==> config.mk <==
export PLATFORM = sky130hd
export DESIGN_NAME = fswd_decoder
export DESIGN_NICKNAME = d
export VERILOG_FILES = /design/src/fswd_pkg.sv /design/src/fswd_indicator.sv /design/src/fswd_clkdiv.sv /design/src/fswd_decoder.sv
export SDC_FILE = /design/constraint.sdc
export NUM_CORES = 1
export LEC_CHECK = 0
export ABC_AREA = 1
export BUFFER_PORTS_ARGS = -buffer_cell sky130_fd_sc_hd__buf_2
export CAP_MARGIN = 15
export CORE_ASPECT_RATIO = 0.5
export CORE_MARGIN = 2
export CORE_UTILIZATION = 63
export CTS_BUF_LIST = sky130_fd_sc_hd__clkbuf_2 sky130_fd_sc_hd__clkbuf_4 sky130_fd_sc_hd__clkbuf_8
export DETAILED_ROUTE_END_ITERATION = 10
export PLACE_DENSITY = 0.94
export SYNTH_ARGS = -nofsm -noshare
export SYNTH_HDL_FRONTEND = slang
export SYNTH_SLANG_ARGS = --single-unit
==> constraint.sdc <==
create_clock -name clk_i -period 3.25 [get_ports clk_i]
set_clock_uncertainty 0.1 [all_clocks]
set_input_delay 0.65 -clock clk_i [delete_from_list [all_inputs] [get_ports clk_i]]
set_output_delay 0.65 -clock clk_i [all_outputs]
set_load 0.02 [all_outputs]
==> src/fswd_pkg.sv <==
// Purpose: constants and types for the flash settings write decoder
// Assumes: 64-byte command reports arrive one byte per cycle, byte 0 first
// Notes:   chip-settings bytes 2 to 4 are decoded; other payloads are passed to storage raw
//
// Overview of operation
// - byte 1 selects target: chip, pin power-up, three descriptor strings.
// - unknown selector: no write, response byte 1 carries unsupported code.
// - bytes 2 to 63 are the payload, its format set by selector.
// - byte 2 bit 7 enables the serial-number descriptor at enumeration.
// - byte 2 bit 6 is receive indicator idle level, inverted while receiving.
// - byte 2 bit 5 is transmit indicator idle level, inverted while sending.
// - byte 2 bit 4 is two-wire indicator idle level, inverted during traffic.
// - byte 2 bit 3 is suspend indicator level, inverted in suspend.
// - byte 2 bit 2 is configured indicator level, inverted once configured.
// - byte 2 bits 1-0 set security: 1x locked, 01 password, 00 open.
// - byte 3 bits 4-0 divide the 48 MHz clock for clock output.
// - byte 4 bits 7-6 choose internal reference level, 00 is off.
// - byte 4 bit 5 picks supply rail or the internal reference.
// - byte 4 bits 4-0 are the power-up output code of the converter.
package fswd_pkg;
    localparam logic [7:0] FSWD_CMD_WRITE     = 8'hB1;
    localparam logic [7:0] FSWD_SEL_CHIP      = 8'h00;
    localparam logic [7:0] FSWD_SEL_GP        = 8'h01;
    localparam logic [7:0] FSWD_SEL_MFR       = 8'h02;
    localparam logic [7:0] FSWD_SEL_PROD      = 8'h03;
    localparam logic [7:0] FSWD_SEL_SERIAL    = 8'h04;
    localparam logic [7:0] FSWD_STAT_OK       = 8'h00;
    localparam logic [7:0] FSWD_STAT_UNSUPP   = 8'h01;
    localparam int         FSWD_REPORT_LEN    = 64;
    localparam logic [5:0] FSWD_IDX_CMD       = 6'h00;
    localparam logic [5:0] FSWD_IDX_SEL       = 6'h01;
    localparam logic [5:0] FSWD_IDX_FLAGS     = 6'h02;
    localparam logic [5:0] FSWD_IDX_CLKDIV    = 6'h03;
    localparam logic [5:0] FSWD_IDX_DAC       = 6'h04;
    localparam logic [5:0] FSWD_IDX_LAST      = 6'h3F;
    localparam int         FSWD_BIT_SERIAL_EN = 7;
    localparam int         FSWD_BIT_RX_IDLE   = 6;
    localparam int         FSWD_BIT_TX_IDLE   = 5;
    localparam int         FSWD_BIT_TW_IDLE   = 4;
    localparam int         FSWD_BIT_SUSP_IDLE = 3;
    localparam int         FSWD_BIT_CFG_IDLE  = 2;
    localparam int         FSWD_BIT_REF_VDD   = 5;
    localparam logic [7:0] FSWD_RST_FLAGS     = 8'h00;
    localparam logic [4:0] FSWD_RST_CLKDIV    = 5'h01;
    localparam logic [7:0] FSWD_RST_DAC       = 8'h00;
    localparam logic [1:0] FSWD_SEC_OPEN      = 2'h0;
    localparam logic [1:0] FSWD_SEC_PASSWORD  = 2'h1;
    localparam logic [5:0] FSWD_CLKDIV_CYCLES = 6'h05;

    typedef enum logic [1:0] {
        FSWD_SEC_OPEN_MODE,
        FSWD_SEC_PW_MODE,
        FSWD_SEC_LOCKED_MODE
    } fswd_sec_type;
endpackage : fswd_pkg

==> src/fswd_indicator.sv <==
// Purpose: one indicator pin: idle level, inverted while its event is active
// Assumes: active input is already synchronous to clk_i
// Notes:   enable low keeps the pin at idle level
`timescale 1ns/1ps
`default_nettype none
module fswd_indicator
    import fswd_pkg::*;
(
    // clock and reset
    input  wire logic clk_i,
    input  wire logic rst_n_i,
    // control
    input  wire logic idle_level_i,
    input  wire logic enable_i,
    input  wire logic active_i,
    // pin
    output logic      pin_o
);
    always_ff @(posedge clk_i or negedge rst_n_i) begin
        if (!rst_n_i) begin
            pin_o <= 1'b0;
        end else begin
            pin_o <= (enable_i && active_i) ? ~idle_level_i : idle_level_i;
        end
    end

    chk_pin_inverts: assert property (@(posedge clk_i) disable iff (!rst_n_i)
        (enable_i && active_i) |=> (pin_o == ~$past(idle_level_i)))
        else $error("indicator not inverted while active");
    chk_pin_idles: assert property (@(posedge clk_i) disable iff (!rst_n_i)
        !(enable_i && active_i) |=> (pin_o == $past(idle_level_i)))
        else $error("indicator not at idle level");
endmodule : fswd_indicator
`default_nettype wire

==> src/fswd_clkdiv.sv <==
// Purpose: divides the reference clock enable by twice the stored divider value
// Assumes: ref_tick_i marks each 48 MHz reference period
// Notes:   divider 0 and 1 both toggle the output on every reference tick
`timescale 1ns/1ps
`default_nettype none
module fswd_clkdiv
    import fswd_pkg::*;
#(
    parameter int DIV_W = 5
) (
    // clock and reset
    input  wire logic             clk_i,
    input  wire logic             rst_n_i,
    // control
    input  wire logic             enable_i,
    input  wire logic [DIV_W-1:0] divider_i,
    input  wire logic             ref_tick_i,
    // output
    output logic                  clk_out_o
);
    localparam logic [DIV_W-1:0] DIV_ONE = DIV_W'(1);

    logic [DIV_W-1:0] count_r;

    // toggle on each terminal count: out period is 2*divider ticks
    always_ff @(posedge clk_i or negedge rst_n_i) begin
        if (!rst_n_i) begin
            count_r   <= '0;
            clk_out_o <= 1'b0;
        end else if (!enable_i) begin
            count_r   <= '0;
            clk_out_o <= 1'b0;
        end else if (ref_tick_i) begin
            if (count_r + DIV_ONE >= divider_i) begin
                count_r   <= '0;
                clk_out_o <= ~clk_out_o;
            end else begin
                count_r <= count_r + DIV_ONE;
            end
        end
    end

    chk_div_off: assert property (@(posedge clk_i) disable iff (!rst_n_i)
        !enable_i |=> !clk_out_o)
        else $error("clock output active while disabled");
endmodule : fswd_clkdiv
`default_nettype wire

==> src/fswd_decoder.sv <==
// Purpose: decodes write-flash command reports and holds chip settings
// Assumes: report bytes stream in order with a start marker on byte 0
// Notes:   a report cut short by a new start is dropped without response
`timescale 1ns/1ps
`default_nettype none
module fswd_decoder
    import fswd_pkg::*;
#(
    parameter int DIV_W = 5
) (
    // clock and reset
    input  wire logic             clk_i,
    input  wire logic             rst_n_i,
    // command report stream
    input  wire logic             rpt_valid_i,
    input  wire logic             rpt_first_i,
    input  wire logic [7:0]       rpt_data_i,
    // response report stream
    output logic                  rsp_valid_o,
    output logic                  rsp_first_o,
    output logic [7:0]            rsp_data_o,
    // raw payload to flash storage
    output logic                  store_valid_o,
    output logic [7:0]            store_sel_o,
    output logic [5:0]            store_idx_o,
    output logic [7:0]            store_data_o,
    output logic                  store_done_o,
    // events from the rest of the device
    input  wire logic             uart_rx_busy_i,
    input  wire logic             uart_tx_busy_i,
    input  wire logic             twowire_busy_i,
    input  wire logic             suspend_i,
    input  wire logic             configured_i,
    input  wire logic             twowire_ind_en_i,
    input  wire logic             suspend_ind_en_i,
    input  wire logic             configured_ind_en_i,
    input  wire logic             clk_out_en_i,
    input  wire logic             ref_tick_i,
    // settings and pins
    output logic                  serial_desc_en_o,
    output fswd_sec_type          security_o,
    output logic [DIV_W-1:0]      clk_divider_o,
    output logic [1:0]            dac_ref_level_o,
    output logic                  dac_ref_supply_o,
    output logic [4:0]            dac_powerup_code_o,
    output logic                  rx_activity_indicator_o,
    output logic                  tx_activity_indicator_o,
    output logic                  twowire_activity_indicator_o,
    output logic                  suspend_indicator_o,
    output logic                  configured_indicator_o,
    output logic                  clk_out_o
);
    typedef enum logic [1:0] {
        FSWD_IDLE,
        FSWD_RECV,
        FSWD_DROP,
        FSWD_RESP
    } fswd_state_type;

    fswd_state_type state_r;
    logic [5:0]     idx_r;
    logic [5:0]     rsp_idx_r;
    logic [7:0]     sel_r;
    logic [7:0]     status_r;
    logic [7:0]     flags_r;
    logic [7:0]     flags_nxt_r;
    logic [4:0]     clkdiv_r;
    logic [4:0]     clkdiv_nxt_r;
    logic [7:0]     dac_r;
    logic [7:0]     dac_nxt_r;
    logic           sel_known;
    logic           in_payload;

    assign sel_known  = (rpt_data_i <= FSWD_SEL_SERIAL);
    assign in_payload = (state_r == FSWD_RECV) && rpt_valid_i && !rpt_first_i
                        && (idx_r >= FSWD_IDX_FLAGS);

    // report framing and response sequencing
    always_ff @(posedge clk_i or negedge rst_n_i) begin
        if (!rst_n_i) begin
            state_r   <= FSWD_IDLE;
            idx_r     <= '0;
            rsp_idx_r <= '0;
            sel_r     <= '0;
            status_r  <= FSWD_STAT_OK;
        end else begin
            case (state_r)
                FSWD_IDLE, FSWD_RECV, FSWD_DROP: begin
                    if (rpt_valid_i && rpt_first_i) begin
                        idx_r   <= 6'h01;
                        state_r <= (rpt_data_i == FSWD_CMD_WRITE) ? FSWD_RECV : FSWD_DROP;
                    end else if (rpt_valid_i && state_r != FSWD_IDLE) begin
                        if (idx_r == FSWD_IDX_SEL && state_r == FSWD_RECV) begin
                            sel_r    <= rpt_data_i;
                            status_r <= sel_known ? FSWD_STAT_OK : FSWD_STAT_UNSUPP;
                        end
                        if (idx_r == FSWD_IDX_LAST) begin
                            state_r   <= (state_r == FSWD_RECV) ? FSWD_RESP : FSWD_IDLE;
                            rsp_idx_r <= '0;
                        end else begin
                            idx_r <= idx_r + 6'h01;
                        end
                    end
                end
                FSWD_RESP: begin
                    if (rsp_idx_r == FSWD_IDX_LAST) begin
                        state_r <= FSWD_IDLE;
                    end
                    rsp_idx_r <= rsp_idx_r + 6'h01;
                end
                default: state_r <= FSWD_IDLE;
            endcase
        end
    end

    // response bytes: echo, status, then zeros
    always_ff @(posedge clk_i or negedge rst_n_i) begin
        if (!rst_n_i) begin
            rsp_valid_o <= 1'b0;
            rsp_first_o <= 1'b0;
            rsp_data_o  <= '0;
        end else begin
            rsp_valid_o <= (state_r == FSWD_RESP);
            rsp_first_o <= (state_r == FSWD_RESP) && (rsp_idx_r == FSWD_IDX_CMD);
            if (state_r != FSWD_RESP) begin
                rsp_data_o <= '0;
            end else if (rsp_idx_r == FSWD_IDX_CMD) begin
                rsp_data_o <= FSWD_CMD_WRITE;
            end else if (rsp_idx_r == FSWD_IDX_SEL) begin
                rsp_data_o <= status_r;
            end else begin
                rsp_data_o <= '0;
            end
        end
    end

    // raw payload to storage, suppressed for unknown selectors
    always_ff @(posedge clk_i or negedge rst_n_i) begin
        if (!rst_n_i) begin
            store_valid_o <= 1'b0;
            store_sel_o   <= '0;
            store_idx_o   <= '0;
            store_data_o  <= '0;
        end else begin
            store_valid_o <= in_payload && (status_r == FSWD_STAT_OK);
            store_sel_o   <= sel_r;
            store_idx_o   <= idx_r;
            store_data_o  <= rpt_data_i;
        end
    end

    // chip-settings bytes staged, committed only on complete report
    always_ff @(posedge clk_i or negedge rst_n_i) begin
        if (!rst_n_i) begin
            flags_nxt_r  <= FSWD_RST_FLAGS;
            clkdiv_nxt_r <= FSWD_RST_CLKDIV;
            dac_nxt_r    <= FSWD_RST_DAC;
        end else if (in_payload && sel_r == FSWD_SEL_CHIP) begin
            if (idx_r == FSWD_IDX_FLAGS) begin
                flags_nxt_r <= rpt_data_i;
            end else if (idx_r == FSWD_IDX_CLKDIV) begin
                clkdiv_nxt_r <= rpt_data_i[4:0];
            end else if (idx_r == FSWD_IDX_DAC) begin
                dac_nxt_r <= rpt_data_i;
            end
        end
    end

    always_ff @(posedge clk_i or negedge rst_n_i) begin
        if (!rst_n_i) begin
            flags_r      <= FSWD_RST_FLAGS;
            clkdiv_r     <= FSWD_RST_CLKDIV;
            dac_r        <= FSWD_RST_DAC;
            store_done_o <= 1'b0;
        end else begin
            store_done_o <= (state_r == FSWD_RECV) && rpt_valid_i && !rpt_first_i
                            && (idx_r == FSWD_IDX_LAST) && (status_r == FSWD_STAT_OK);
            if ((state_r == FSWD_RECV) && rpt_valid_i && !rpt_first_i && (idx_r == FSWD_IDX_LAST)
                && (sel_r == FSWD_SEL_CHIP)) begin
                flags_r  <= flags_nxt_r;
                clkdiv_r <= clkdiv_nxt_r;
                dac_r    <= dac_nxt_r;
            end
        end
    end

    // decoded settings outputs
    always_ff @(posedge clk_i or negedge rst_n_i) begin
        if (!rst_n_i) begin
            serial_desc_en_o   <= 1'b0;
            security_o         <= FSWD_SEC_OPEN_MODE;
            clk_divider_o      <= '0;
            dac_ref_level_o    <= '0;
            dac_ref_supply_o   <= 1'b0;
            dac_powerup_code_o <= '0;
        end else begin
            serial_desc_en_o <= flags_r[FSWD_BIT_SERIAL_EN];
            if (flags_r[1]) begin
                security_o <= FSWD_SEC_LOCKED_MODE;
            end else if (flags_r[1:0] == FSWD_SEC_PASSWORD) begin
                security_o <= FSWD_SEC_PW_MODE;
            end else begin
                security_o <= FSWD_SEC_OPEN_MODE;
            end
            clk_divider_o      <= DIV_W'(clkdiv_r);
            dac_ref_level_o    <= dac_r[7:6];
            dac_ref_supply_o   <= dac_r[FSWD_BIT_REF_VDD];
            dac_powerup_code_o <= dac_r[4:0];
        end
    end

    // indicator pins, one per event; rx and tx have no enable of their own
    logic [4:0] ind_idle;
    logic [4:0] ind_en;
    logic [4:0] ind_act;
    logic [4:0] ind_pin;

    assign ind_idle = flags_r[FSWD_BIT_RX_IDLE:FSWD_BIT_CFG_IDLE];
    assign ind_en   = {2'h3, twowire_ind_en_i, suspend_ind_en_i, configured_ind_en_i};
    assign ind_act  = {uart_rx_busy_i, uart_tx_busy_i, twowire_busy_i, suspend_i, configured_i};
    assign {rx_activity_indicator_o, tx_activity_indicator_o, twowire_activity_indicator_o,
            suspend_indicator_o, configured_indicator_o} = ind_pin;

    for (genvar g = 0; g < 5; g++) begin : g_ind
        fswd_indicator u_ind (
            .clk_i        (clk_i),
            .rst_n_i      (rst_n_i),
            .idle_level_i (ind_idle[g]),
            .enable_i     (ind_en[g]),
            .active_i     (ind_act[g]),
            .pin_o        (ind_pin[g])
        );
    end

    fswd_clkdiv #(
        .DIV_W (5)
    ) u_clkdiv (
        .clk_i      (clk_i),
        .rst_n_i    (rst_n_i),
        .enable_i   (clk_out_en_i),
        .divider_i  (clkdiv_r),
        .ref_tick_i (ref_tick_i),
        .clk_out_o  (clk_out_o)
    );

    chk_unsupp_nowrite: assert property (@(posedge clk_i) disable iff (!rst_n_i)
        (status_r == FSWD_STAT_UNSUPP) |-> !store_valid_o)
        else $error("write issued for unsupported selector");
    chk_resp_echo: assert property (@(posedge clk_i) disable iff (!rst_n_i)
        (rsp_valid_o && rsp_first_o) |-> (rsp_data_o == FSWD_CMD_WRITE)
            ##1 (rsp_valid_o && rsp_data_o == $past(status_r)))
        else $error("response header wrong");
    chk_resp_length: assert property (@(posedge clk_i) disable iff (!rst_n_i)
        $rose(rsp_first_o) |-> rsp_valid_o [*8])
        else $error("response report ended early");
    chk_bad_cmd_drop: assert property (@(posedge clk_i) disable iff (!rst_n_i)
        (state_r != FSWD_RESP && rpt_valid_i && rpt_first_i && rpt_data_i != FSWD_CMD_WRITE)
            |=> (state_r == FSWD_DROP))
        else $error("foreign command not dropped");
    chk_security_map: assert property (@(posedge clk_i) disable iff (!rst_n_i)
        flags_r[1] |=> (security_o == FSWD_SEC_LOCKED_MODE))
        else $error("lock code not decoded");
    chk_dac_fields: assert property (@(posedge clk_i) disable iff (!rst_n_i)
        1'b1 |=> (dac_powerup_code_o == $past(dac_r[4:0]) && dac_ref_level_o == $past(dac_r[7:6])))
        else $error("dac fields misdecoded");
    chk_serial_en: assert property (@(posedge clk_i) disable iff (!rst_n_i)
        1'b1 |=> (serial_desc_en_o == $past(flags_r[FSWD_BIT_SERIAL_EN])))
        else $error("serial enable misdecoded");
    chk_store_range: assert property (@(posedge clk_i) disable iff (!rst_n_i)
        store_valid_o
            |-> (store_idx_o >= FSWD_IDX_FLAGS))
        else $error("store pulse outside payload bytes");
    chk_store_known: assert property (@(posedge clk_i) disable iff (!rst_n_i)
        store_valid_o
            |-> (store_sel_o <= FSWD_SEL_SERIAL))
        else $error("store pulse for unknown selector");
    chk_done_last: assert property (@(posedge clk_i) disable iff (!rst_n_i)
        store_done_o
            |-> (store_valid_o && store_idx_o == FSWD_IDX_LAST))
        else $error("store done not on last payload byte");
    chk_resp_zero: assert property (@(posedge clk_i) disable iff (!rst_n_i)
        (rsp_valid_o && !rsp_first_o && !$past(rsp_first_o))
            |-> (rsp_data_o == 8'h00))
        else $error("response padding not zero");
    chk_first_once: assert property (@(posedge clk_i) disable iff (!rst_n_i)
        rsp_first_o
            |=> !rsp_first_o)
        else $error("response start marker repeated");
    chk_sec_password: assert property (@(posedge clk_i) disable iff (!rst_n_i)
        (flags_r[1:0] == FSWD_SEC_PASSWORD)
            |=> (security_o == FSWD_SEC_PW_MODE))
        else $error("password code not decoded");
    chk_sec_open: assert property (@(posedge clk_i) disable iff (!rst_n_i)
        (flags_r[1:0] == FSWD_SEC_OPEN)
            |=> (security_o == FSWD_SEC_OPEN_MODE))
        else $error("open code not decoded");
    chk_cmd_accept: assert property (@(posedge clk_i) disable iff (!rst_n_i)
        (state_r != FSWD_RESP && rpt_valid_i && rpt_first_i && rpt_data_i == FSWD_CMD_WRITE)
            |=> (state_r == FSWD_RECV))
        else $error("write command not accepted");
    chk_unknown_status: assert property (@(posedge clk_i) disable iff (!rst_n_i)
        (state_r == FSWD_RECV && rpt_valid_i && !rpt_first_i && idx_r == FSWD_IDX_SEL
            && rpt_data_i > FSWD_SEL_SERIAL) |=> (status_r == FSWD_STAT_UNSUPP))
        else $error("unknown selector not flagged");
endmodule : fswd_decoder
`default_nettype wire

==> results.txt <==
- Entering global routing, the biggest net connects 43 pins.
- Standard cell with the maximum stage delay on the critical path: dfrtp_1
- Initial antenna violation count: 0
- Overall die height: between 60 and 70 um
* Data arrival time at the worst-slack endpoint: 2.44 ns
* Core utilization of the finished layout: about three quarters
* Critical path launch point: u_clkdiv.count_r[0]
- Setup repair after global routing left no endpoint under its margin.
* Leak pwr: 0.003024 uW
- Via count of the first global-routing pass: between 3000 and 4000
- In this design, the stage delay of the slowest critical-path cell is between 0.4 and 0.5 ns.
* # IOs: 78
* Kind of cell adding the most delay to the critical path: simple AND/OR/NAND/NOR gates
- The tree is rooted in a clkbuf_8.
* Global Route Usage Sum: around 28%
* Crit path buf inv count: 0
- Core area: around 0.0074 mm^2
- STA classifies the critical path endpoint as a register.
- Reg power frac: between 40% and 50%
- Sequential element share of the synthesized area: 61.12%
* Cells after synthesis: between 400 and 500
- Final Hold Viols: 0
- Setup Total Neg Slack: 0 ns
* Number of buffers created by CTS: 17
* Wire length after detailed routing: ~11 mm
* Final standard cell count with taps included and fillers excluded: ~700
- Seq cells post-synth: between 100 and 150
- The clock tree synthesis step divided the H-tree into 4 levels.
- Switching power summed over all nets: ~1400 uW
- The clock passes through at most 2 buffers.
- The worst-case IR drop observed on VDD is ~0.37 mV.
* ANT cells: 0
- GR Util met3: just under 9%
- Input and output buffers added on the ports amount to 73.
- For this run, the number of Yosys warnings is 0.
* Yosys cell types: 30
* Maximum net fanout on the critical path: 7
- In this run, post-CTS hold repair placed 0 buffers.
- Total congestion overflow after global routing: 0
- Hold/Removal Path Class: primary input to asynchronous set/reset pin
- The flow ran to the end, and the final reports show no timing, DRC or antenna violations.
* # Post-CTS Setup Buffers: 0
* Final Setup Violations: 0
- From synthesis to final layout, the design area changed by 16.60%.
- The share of total power dissipated in combinational logic is 22.2%.
* Clock latency at the later pin of the worst-skew pair: ~0.43 ns
* Placed instance count: ~660
- Cell internal power was estimated by the tool at between 2000 and 3000 uW.
* Clock transition at the registers of the reported paths: approximately 0.080 ns
- Chip width: roughly 130 um
- Walking the worst path, the cells encountered are ha_1 -> nand3_1 -> xor2_1 -> ha_1 -> nand2_1 -> nor3b_1 -> nand3_1 -> o21ai_0.
* Sw frac: 34.44%
- After detailed routing, the average wire length per cell comes to 15.40 um.
- The die covers ~0.0085 mm^2.
* Worst Setup Slack, final: between 1 and 1.5 ns
- For this run, the top clock speed supported by timing is 0.4562 GHz.
- Tcrit/Tclk final: between 60% and 70%
- Of the total power, the clock network draws 30.3%.
* Clock sink total: roughly 120
- Row generation in the floorplan step produced 22 rows.
- STA classifies the critical path startpoint as a register.
- For the pin with the worst max-slew slack, the measured transition is ~0.52 ns.
- Number of maximum-capacitance violations: 0
- The critical path is of the register to register type.
- Timing analysis after detailed placement gives a worst setup slack of around 1.1 ns.
- For this run, design rule violations remaining after detail routing come to 0.
* Initial Util: between 60% and 70%
- For this design the ratio of total power to cell area is just over 700 mW/mm^2.
* Fillcell total: roughly 400
- The routed layout has between 3000 and 4000 vias.
- For met1 alone, demand over resource in global routing was about a third.
- In the global route stage, met2 resource usage came out at a little under half.
- In this run the critical register-to-register path is launched from u_clkdiv.count_r[0].
* DR vias/cell: about 5.4
* Leading cell type in the layout, fill and taps excluded: nand2_1
- Worst Path Required: between 3 and 4 ns
* Clock tree from TritonCTS: done
- Final HPWL DP: approximately 6.6 mm
- Counting I/O delays and the setup requirement, the final critical path takes around 2.2 ns.
- Number of search-and-repair iterations in the first detailed-routing pass: 5
- In this run the remaining antenna-violating nets after routing total 0.
* Most used cells in the layout excluding fill and tap cells: 131 x nand2_1, 117 x dfrtp_1, 72 x buf_2
* Synthesized area divided by synthesized cell count: about 9.8 um^2
* Fraction of final layout cells with drive strength greater than 1: between 20% and 30%
- Post-synthesis cell area: 0.004876 mm^2
- Total of cells resized after clock tree synthesis: 0
- Weighted congestion at the end of routability-driven global placement: ~0.85
- Routing layer with the top usage in global route: met2
- The net count of the finished layout is a little over 600.
* Remaining max-slew budget at the tightest pin: 65.53%
* First-pass GRT wire length: about 18 mm
- Slew Limit Fails: 0
- The first routing iteration left about 450 violations.
-- synth_stat cells (all sizes together) --
master	n	share of area [%]
nand2	135	11
xnor2	5	0.90
inv	72	5.5
nor3	2	0.21
conb	1	0.077
nor4	1	0.13
buf	14	2.0
nand4	11	1.5
dfstp	2	1.1
dfrtp	117	60
nor3b	1	0.15
ha	13	3.3
o21ai	59	6.7
nand3	27	3.2
xor2	6	1.1
a21oi	2	0.21
nor2	26	2.8
or2	1	0.13
o22ai	2	0.26
-- power by group through the flow --
stage / clock (uW) / combinational (uW) / sequential, uW
floorplan: 0 / 523 / 2010
global placement: 0 / 825 / 1940
detailed placement: 0 / 881 / 1950
CTS: 1250 / 904 / 1940
global route: 1330 / 1000 / 1970
finish: 1240 / 910 / 1940
-- through the flow --
stage / cell area, um^2 / hold slack (ns) / total power (uW)
floorplan: 4887 / 0.2540 / 2535
global placement: 5321 / 0.2622 / 2765
detailed placement: 5321 / 0.2675 / 2835
CTS: 5685 / 0.08222 / 4093
global route: 5685 / 0.1031 / 4308
finish: 5685 / 0.09348 / 4097
-- final cells by class --
| class | instances | area [um^2] | area share, % |
|---|---|---|---|
| inverters | 72 | 270.3 | 4.754 |
| clock buffers | 22 | 284.0 | 4.996 |
| repair buffers | 77 | 410.4 | 7.218 |
| clock inverters | 10 | 80.08 | 1.408 |
| well taps | 96 | 120.1 | 2.113 |
| flip-flops and latches | 119 | 2980 | 52.42 |
| multi-input cells | 295 | 1540 | 27.09 |
-- layer usage --
layer	vias up	wire length [um]
met4	0	275
met1	1819	4435
met2	172	5199
met5	-	0
met3	44	731
li1	1728	-
-- cells by family after synthesis --
| logic type | synth area share (%) |
|---|---|
| xor+xnor | 1.976 |
| simple gates | 18.84 |
| fa+ha+maj | 3.336 |
| other cells | 0.07691 |
| flops | 61.12 |
| buf+inv | 7.519 |
| compound gates | 7.134 |
-- sequential cells by signal (all words and copies together), names as in the netlist, 2 cells and up --
register / count
state_r: 2
sel_r: 8
clkdiv_r: 5
store_data_o: 8
security_o: 2
dac_ref_level_o: 2
u_clkdiv.count_r: 5
store_idx_o: 6
idx_r: 6
dac_powerup_code_o: 5
store_sel_o: 8
g_ind.u_ind.pin_o: 5
clkdiv_nxt_r: 5
clk_divider_o: 5
rsp_idx_r: 6
flags_r: 8
dac_r: 8
dac_nxt_r: 8
flags_nxt_r: 8
-- path summary, 6_finish.rpt --
| path | endpoint | slack (ns) | depth (start not counted) |
|---|---|---|---|
| max | u_clkdiv.count_r[0] | 1.06 | 8 |
| min | rsp_idx_r[2] | 0.09 | 1 |
| max reg2reg | u_clkdiv.count_r[0] | 1.06 | 8 |
| min reg2reg | dac_ref_supply_o | 0.28 | 0 |
| max in group asynchronous | clkdiv_nxt_r[0] | 2.26 | 2 |
| min in group clk_i | store_data_o[7] | 0.26 | 1 |
(Power assumes the default switching activity.)
